--- config.mk ---
export PLATFORM = sky130hd
export DESIGN_NAME = rrc_top
export DESIGN_NICKNAME = d
export VERILOG_FILES = /design/src/core/rrc_pkg.sv /design/src/core/rrc_top.sv
export SDC_FILE = /design/constraint.sdc
export NUM_CORES = 1
export LEC_CHECK = 0
export BUFFER_PORTS_ARGS = -buffer_cell sky130_fd_sc_hd__buf_2
export CAP_MARGIN = 5
export CORE_UTILIZATION = 54
export CTS_CLUSTER_SIZE = 40
export DETAILED_ROUTE_END_ITERATION = 8
export PLACE_DENSITY = 0.74
export SYNTH_ARGS = -nofsm -noshare
export SYNTH_HDL_FRONTEND = slang
export SYNTH_SLANG_ARGS = --single-unit
--- constraint.sdc ---
create_clock -name sys_clk_i -period 2.63 [get_ports sys_clk_i]
set_input_delay 0.263 -clock sys_clk_i [delete_from_list [all_inputs] [get_ports sys_clk_i]]
set_output_delay 0.263 -clock sys_clk_i [all_outputs]
set_load 0.005 [all_outputs]
--- src/core/rrc_pkg.sv ---
// Package with constants and types for the regulator reset control block.
package rrc_pkg;
  localparam int unsigned CLK_HZ = 10000000;
  localparam int unsigned POR_HOLD_MS = 110;
  localparam int unsigned POR_HOLD_CYCLES = (POR_HOLD_MS * (CLK_HZ / 1000));
  localparam int unsigned DISCHARGE_MS = 10;
  localparam int unsigned DISCHARGE_CYCLES = (DISCHARGE_MS * (CLK_HZ / 1000));
  localparam logic [1:0] SYNC_RESET = 2'h0;

  typedef enum logic [1:0] {
    RRC_POR_HOLD = 2'b00,
    RRC_RUN = 2'b01
  } rrc_state_t;

  typedef struct packed {
    logic wireless_power_enable;
    logic app_cpu_power_enable;
  } rrc_enables_t;

  typedef struct packed {
    logic regulator_enable;
    logic wireless_reset;
    logic app_cpu_reset;
  } rrc_controls_t;
endpackage : rrc_pkg

--- src/core/rrc_top.sv ---
// Regulator enable and section reset control driven by the two host power enables.
//
// Operation
// - Regulators on when either synchronised enable is high; off only when both are low.
// - Wireless section in reset while its enable is low, released while high.
// - Application section in reset while its enable is low, whatever the wireless enable.
// - Power-on reset holds the device no longer than 110 ms after supplies valid.
`timescale 1ns/1ps
module rrc_top #(
  parameter int unsigned POR_HOLD_CYCLES = rrc_pkg::POR_HOLD_CYCLES
) (
  // Clock and reset.
  input wire logic sys_clk_i,
  input wire logic reset_i,
  // Supply status.
  input wire logic core_supply_good_i,
  input wire logic io_supply_good_i,
  // Host power enables.
  input wire rrc_pkg::rrc_enables_t enables_i,
  // Controls toward the regulators and sections.
  output rrc_pkg::rrc_controls_t controls_o,
  output logic por_active_o
);
  // Synchronised host enables.
  logic wl_synced;
  logic app_synced;
  // Power-on reset sequencing.
  rrc_pkg::rrc_state_t state;
  rrc_pkg::rrc_state_t next_state;
  logic [31:0] por_count;
  logic [31:0] next_por_count;
  logic supplies_good;
  logic hold_done;
  // Output registers and their next values.
  logic regulator_enable;
  logic next_regulator_enable;
  logic wireless_reset;
  logic next_wireless_reset;
  logic app_cpu_reset;
  logic next_app_cpu_reset;
  logic por_active;
  logic next_por_active;

  // Both supply monitors must agree before the hold may count.
  assign supplies_good = core_supply_good_i & io_supply_good_i;
  assign hold_done = (por_count >= POR_HOLD_CYCLES - 32'h1);

  // Each enable gets its own two-stage synchroniser.
  rrc_sync_pair #(
    .RESET_VALUE(rrc_pkg::SYNC_RESET)
  ) wl_sync_i (
    .sys_clk_i(sys_clk_i),
    .reset_i(reset_i),
    .async_i(enables_i.wireless_power_enable),
    .sync_o(wl_synced)
  );

  rrc_sync_pair #(
    .RESET_VALUE(rrc_pkg::SYNC_RESET)
  ) app_sync_i (
    .sys_clk_i(sys_clk_i),
    .reset_i(reset_i),
    .async_i(enables_i.app_cpu_power_enable),
    .sync_o(app_synced)
  );

  // The hold counts from the moment both supplies are valid; a supply drop restarts it.
  always_comb begin
    next_state = state;
    next_por_count = por_count;
    case (state)
      rrc_pkg::RRC_POR_HOLD: begin
        if (!supplies_good) begin
          next_por_count = 32'h0;
        end else if (hold_done) begin
          next_state = rrc_pkg::RRC_RUN;
          next_por_count = 32'h0;
        end else begin
          next_por_count = por_count + 32'h1;
        end
      end
      rrc_pkg::RRC_RUN: begin
        if (!supplies_good) begin
          next_state = rrc_pkg::RRC_POR_HOLD;
        end
      end
      default: begin
        next_state = rrc_pkg::RRC_POR_HOLD;
        next_por_count = 32'h0;
      end
    endcase
  end

  // Sequencing state registers.
  always_ff @(posedge sys_clk_i) begin
    if (reset_i) begin
      state <= rrc_pkg::RRC_POR_HOLD;
      por_count <= 32'h0;
    end else begin
      state <= next_state;
      por_count <= next_por_count;
    end
  end

  // The regulator enable follows the synchronised levels only, so no history of delays matters.
  always_comb begin
    next_regulator_enable = 1'b0;
    if (wl_synced) begin
      next_regulator_enable = 1'b1;
    end else if (app_synced) begin
      next_regulator_enable = 1'b1;
    end
  end

  always_ff @(posedge sys_clk_i) begin
    if (reset_i) begin
      regulator_enable <= 1'b0;
    end else begin
      regulator_enable <= next_regulator_enable;
    end
  end

  // The hold flag leads the section resets so both move on the same edge.
  always_comb begin
    next_por_active = 1'b0;
    if (next_state == rrc_pkg::RRC_POR_HOLD) begin
      next_por_active = 1'b1;
    end
  end

  always_ff @(posedge sys_clk_i) begin
    if (reset_i) begin
      por_active <= 1'b1;
    end else begin
      por_active <= next_por_active;
    end
  end

  // The wireless section stays in reset while the hold runs or its enable is low.
  always_comb begin
    next_wireless_reset = 1'b1;
    if (next_por_active) begin
      next_wireless_reset = 1'b1;
    end else if (wl_synced) begin
      next_wireless_reset = 1'b0;
    end
  end

  always_ff @(posedge sys_clk_i) begin
    if (reset_i) begin
      wireless_reset <= 1'b1;
    end else begin
      wireless_reset <= next_wireless_reset;
    end
  end

  // With the wireless enable low the app section follows its own enable alone.
  always_comb begin
    next_app_cpu_reset = 1'b1;
    if (next_por_active) begin
      next_app_cpu_reset = 1'b1;
    end else if (app_synced) begin
      next_app_cpu_reset = 1'b0;
    end else if (wl_synced) begin
      next_app_cpu_reset = 1'b1;
    end
  end

  always_ff @(posedge sys_clk_i) begin
    if (reset_i) begin
      app_cpu_reset <= 1'b1;
    end else begin
      app_cpu_reset <= next_app_cpu_reset;
    end
  end

  // Drive the packed outputs straight from the flip-flops.
  always_comb begin
    controls_o.regulator_enable = regulator_enable;
    controls_o.wireless_reset = wireless_reset;
    controls_o.app_cpu_reset = app_cpu_reset;
  end

  assign por_active_o = por_active;
endmodule : rrc_top

// Two-stage synchroniser for one asynchronous level.
module rrc_sync_pair #(
  parameter logic [1:0] RESET_VALUE = rrc_pkg::SYNC_RESET
) (
  // Clock and reset.
  input wire logic sys_clk_i,
  input wire logic reset_i,
  // Level in and out.
  input wire logic async_i,
  output logic sync_o
);
  logic [1:0] stages;
  logic [1:0] next_stages;
  // A metastable first stage gets a full cycle to settle before stage two passes it on.

  // Stage one is read only by stage two.
  always_comb begin
    next_stages = {stages[0], async_i};
  end

  always_ff @(posedge sys_clk_i) begin
    if (reset_i) begin
      stages <= RESET_VALUE;
    end else begin
      stages <= next_stages;
    end
  end

  assign sync_o = stages[1];
endmodule : rrc_sync_pair

---- Word-level counts from Yosys, hierarchy flattened ----
Cells that the tools add are included.
storage, ports and cells
  bits in registers ....................... 42
  input port bits ......................... 6
  output and inout bits ................... 4
  word-level logic and storage cells ...... 27
cells by class
  bitwise gates (word level) .............. 1
  reduce and logical (&&, ||, !) cells .... 3
  equal/unequal tests ..................... 1
  add/subtract/negate cells ............... 1
  muxes and demuxes ....................... 12
  $lt $le $gt $ge ......................... 1
operators with widths
  cell                     number
  $mux W32                 2
  $pmux W32 S2             1
  $add A32 B1 Y32 const B  1
  $ge A32 B21 Y1 const B   1
  $mux W2                  3
  $mux W1                  5
  $logic_not A2 Y1         2
  $pmux W2 S2              1
  $eq A2 B1 Y1 const B     1
  $reduce_or A2 Y1         1
  $and A1 B1 Y1            1

---- Longest topological paths before layout ----
  depth in word-level cells ............... 7
  mapped depth ............................ 7
  gate-level depth less buffers ........... 6

---- Hierarchy ----
From an unflattened synthesis, not the netlist that was laid out.
second synthesis, totals
  cells, all modules ...................... 210
  area, all modules ....................... 1843.0 µm²
by module, submodules not included
  module         instances  sequential area each (µm²)  cells an instance  area each (µm²)
  rrc_top        1          760.7                       202                1737.9
  rrc_sync_pair  2          40.0                        4                  52.6

---- Worst setup path before layout ----
Ideal clock, no wire load.
  path type ............................... register -> register
  start ................................... register por_count[0]
  end ..................................... register por_count[12]
  cell stages (with the launch flop) ...... 7
  period minus slack after synthesis ...... 1.859 ns
  data arrival time ....................... 1.736 ns
  required time ........................... 2.507 ns
  library setup time ...................... 0.123 ns
  buffers on the path ..................... 0
  setup slack ............................. 0.771 ns
  cell sequence ........................... dfxtp_1 -> ha_1 -> nand3_2 -> or4_1 -> and2_1 -> o2111ai_1 -> o21ai_1
on the way
  longest elaborated chain between the ends .. 4
  elaborated cells between the ends (all ways) .. 5
  classes of those cells .................. add/sub: 1; order compare: 1; mux: 3
RTL lines
  item                                                      RTL line                      source
  start, declared                                           rrc_top.sv:30                 logic [31:0] por_count;
  start signal, assigned                                    rrc_top.sv:101                por_count <= next_por_count;
  $add A32 B1 Y32 / $ge A32 B21 Y1 (equally long branches)  rrc_top.sv:79, rrc_top.sv:46
  $mux W32 *                                                rrc_top.sv:75                 end else if (hold_done) begin
  $mux W32 *                                                rrc_top.sv:73                 if (!supplies_good) begin
  $pmux W32 S2 *                                            rrc_top.sv:71                 case (state)
Every way passes the cells marked *; elsewhere a longest branch is shown, timed or not.
A chain may end at the register's enable or synchronous reset.

---- Worst setup path in the final report ----
  start ................................... register por_count[0]
  end ..................................... register por_count[14]
Same word-level chain as after synthesis.

==> results by group <==
Outcome
  – Status: finished, final reports clean

Synthesis
  – Synthesis Warnings: 0
  – Async SR Flop Fraction: 0%
  – Syn avg cell area: 8.57 um^2
  – Post-synth EDFFs: 0
  – Yosys reg bits: 42
  – Post-synth net total: 226
  – Cells after Synth: 219
  – Register area share after synthesis: 44.8%
  – Main synth FF type: dfxtp_1
  – Post-Syn Area: 1880 um^2
  – Netlist cell types: 41

Critical path
  – Reg2reg start: por_count[0]
  – Worst Path Arrival: 2.40 ns
  – Worst Setup Start Kind: flop
  – CP most frequent cell: a41oi_1
  – Critical path cell sequence: ha_1, a41oi_1, o211ai_1, nand4b_1, buf_4, a41oi_1, a31oi_1
  – Reg2Reg Setup Slack: 0.47 ns
  – Slowest library cell on the worst path: dfxtp_1
  – WP data required: 2.87 ns
  – Max Fanout on Critical Path: 11
  – R2R cell count: 7
  – Crit. End Element: flop
  – Critical Path Max Stage Delay: 0.42 ns
  – Worst Setup SP: por_count[0]
  – Critical Path End: por_count[14]
  – Critical path type: reg -> reg
  – R2R Path End: por_count[14]

Routing
  – ANT nets after route: 0
  – TritonRoute pass-1 iters: 4
  – Vias: 1609
  – Drt total wl: 3810 um
  – Via/cell ratio: 5.85
  – DR iter-0 viols: 86
  – Routed wire per std cell: 13.9 um
  – Residual DRC: 0

STA
  – Final setup vio count: 0
  – Minimum clock period: 2.16 ns
  – Setup Skew: 0.0120 ns
  – Slew Limit Fails: 0
  – Slew margin rel.: 66.2%
  – Final hold vios: 0
  – Tcrit/Tclk final: 82.0%
  – RSZ-0062 raised after global routing: false
  – Setup TNS: 0 ns
  – Worst-margin pin slew: 0.505 ns
  – Fmax: 464 MHz

Clock network
  – CTS Buf Count: 5
  – Clock transition at path regs: 0.13 ns
  – Hold bufs inserted after CTS: 0
  – Resize count post-CTS: 0
  – CTS tree: yes
  – Clk_lat worst skew: 0.36 ns
  – Clock Sinks: 42
  – # H-tree levels: 2
  – CTS root buf: clkbuf_4
  – Max Buffers Root-to-Sink: 2
  – Post-CTS setup buffers: 0

Layout
  – Nets: 236
  – Antenna fix cells: 0
  – Commonest non-fill, non-tap cell in the layout: dfxtp_1
  – Area growth syn-to-layout: 7.20%
  – Share of cells above drive strength 1: 12.7%
  – Commonest cells after routing, fill and taps aside: dfxtp_1, nand2_1, and2_1, nor2_1, o2111ai_1

Place
  – Post-DP HPWL: 2680 um
  – Routability cong.: 0.885
  – # port buffers: 9

GRT
  – First-pass GRT wire length: 6130 um
  – Largest net degree at the start of global routing: 19
  – Initial antenna violation count: 0
  – Overall global routing resource usage: 22.6%
  – Congestion Overflow GR: 0
  – Vias in the first global route: 1376

Floorplan
  – I/O Pins: 10
  – Die area: 3720 um^2
  – Row count: 21
  – Die width: 61.0 um
  – Die height: 61.0 um
  – Initial core utilization: 56.2%
  – Core Area: 3340 um^2

Worst hold path
  – Worst Hold Launch: enables_i[0]
  – Worst min-delay path category: in -> reg

Power
  – Pwr dens: 482 nW/um^2
  – Total chip power: 0.969 mW
  – LEAKAGE: 0.701 nW
  – Peak supply drop: 0.441 mV

Run
  – Maxcap violations: 0
-- synth_stat cells (3+ instances only) --
master	instances	area (um^2)
or4_1	3	22.5
a21oi_1	7	35.0
nor3_1	7	35.0
o211ai_1	3	22.5
buf_4	3	22.5
o2111ai_1	12	105
nor4_1	6	37.5
nand2_1	37	139
a41oi_1	3	26.3
inv_1	3	11.3
clkbuf_1	7	26.3
o21ai_1	4	20.0
dfxtp_1	42	841
nand4_1	8	50.1
nand3_1	6	30.0
nor2b_1	8	50.1
o31a_1	3	26.3
nor2_1	14	52.6
and2_1	16	100
-- registers in the layout, indices dropped and copies added (netlist names) --
register,count
app_sync_i.stages,2
regulator_enable,1
app_cpu_reset,1
wl_sync_i.stages,2
state,2
por_count,32
por_active_o,1
wireless_reset,1
-- stage by stage --
| stage | std cells | util [%] | worst slack [ns] | hold slack, ns | instance area [um^2] |
|---|---|---|---|---|---|
| after global placement | 268 | 58.7 | 0.617 | 0.380 | 1960 |
| after CTS | 275 | 60.3 | 0.533 | 0.106 | 2010 |
| final | 275 | 60.3 | 0.473 | 0.115 | 2010 |
| after global routing | 275 | 60.3 | 0.394 | 0.108 | 2010 |
| after detailed placement | 268 | 58.7 | 0.539 | 0.386 | 1960 |
| after floorplan | 219 | - | 0.771 | 0.368 | 1880 |
-- worst min-delay path by stage --
stage	endpoint	slack [ns]	cells past startpoint
floorplan	wireless_reset	0.37	1
global placement	app_cpu_reset	0.38	1
detailed placement	app_cpu_reset	0.39	1
CTS	app_sync_i.stages[0]	0.11	2
global route	wl_sync_i.stages[0]	0.11	2
finish	app_sync_i.stages[0]	0.12	2
-- per-layer routing --
metal / track usage (%) / vias to the layer above / part of all wire, %
met3: 7.68 / 8 / 7.1
met2: 34.9 / 56 / 47
met4: 8.44 / 0 / 1.6
met5: 0 / - / 0
met1: 29.4 / 742 / 44
li1: - / 803 / -
-- kinds of logic after synthesis --
family,synth area share (%)
DFF,44.8
AOI/OAI and AO/OA,15.5
adders and majority gates,0.667
xor gates and xnor gates,1.40
and+or+nand+nor,33.3
other,0.200
buffers and inverters,4.07
-- report_power, final --
| part | internal (mW) | switching [mW] | total (mW) |
|---|---|---|---|
| Sequential | 0.641 | 0.00205 | 0.643 |
| Combinational | 0.00731 | 0.0105 | 0.0178 |
| Clock | 0.0988 | 0.210 | 0.308 |
| Total | 0.747 | 0.222 | 0.969 |
-- worst max-delay path, delay by kind of cell, from the launching register on --
kind            cells  cell delay, ns
buf+inv             1            0.34
fa+ha+maj           1            0.25
simple gates        1            0.41
flops               1            0.42
compound gates      4            0.64
-- cell type report --
cell class	instances	area [um^2]
clock buffer	5	37.5
inverter	3	11.3
tap	46	57.6
clock inverter	2	15.0
multi-input combinational	162	960
sequential	42	841
timing repair buffer	15	90.1
fill	311	1330
Power figures use the tool's default switching activity.
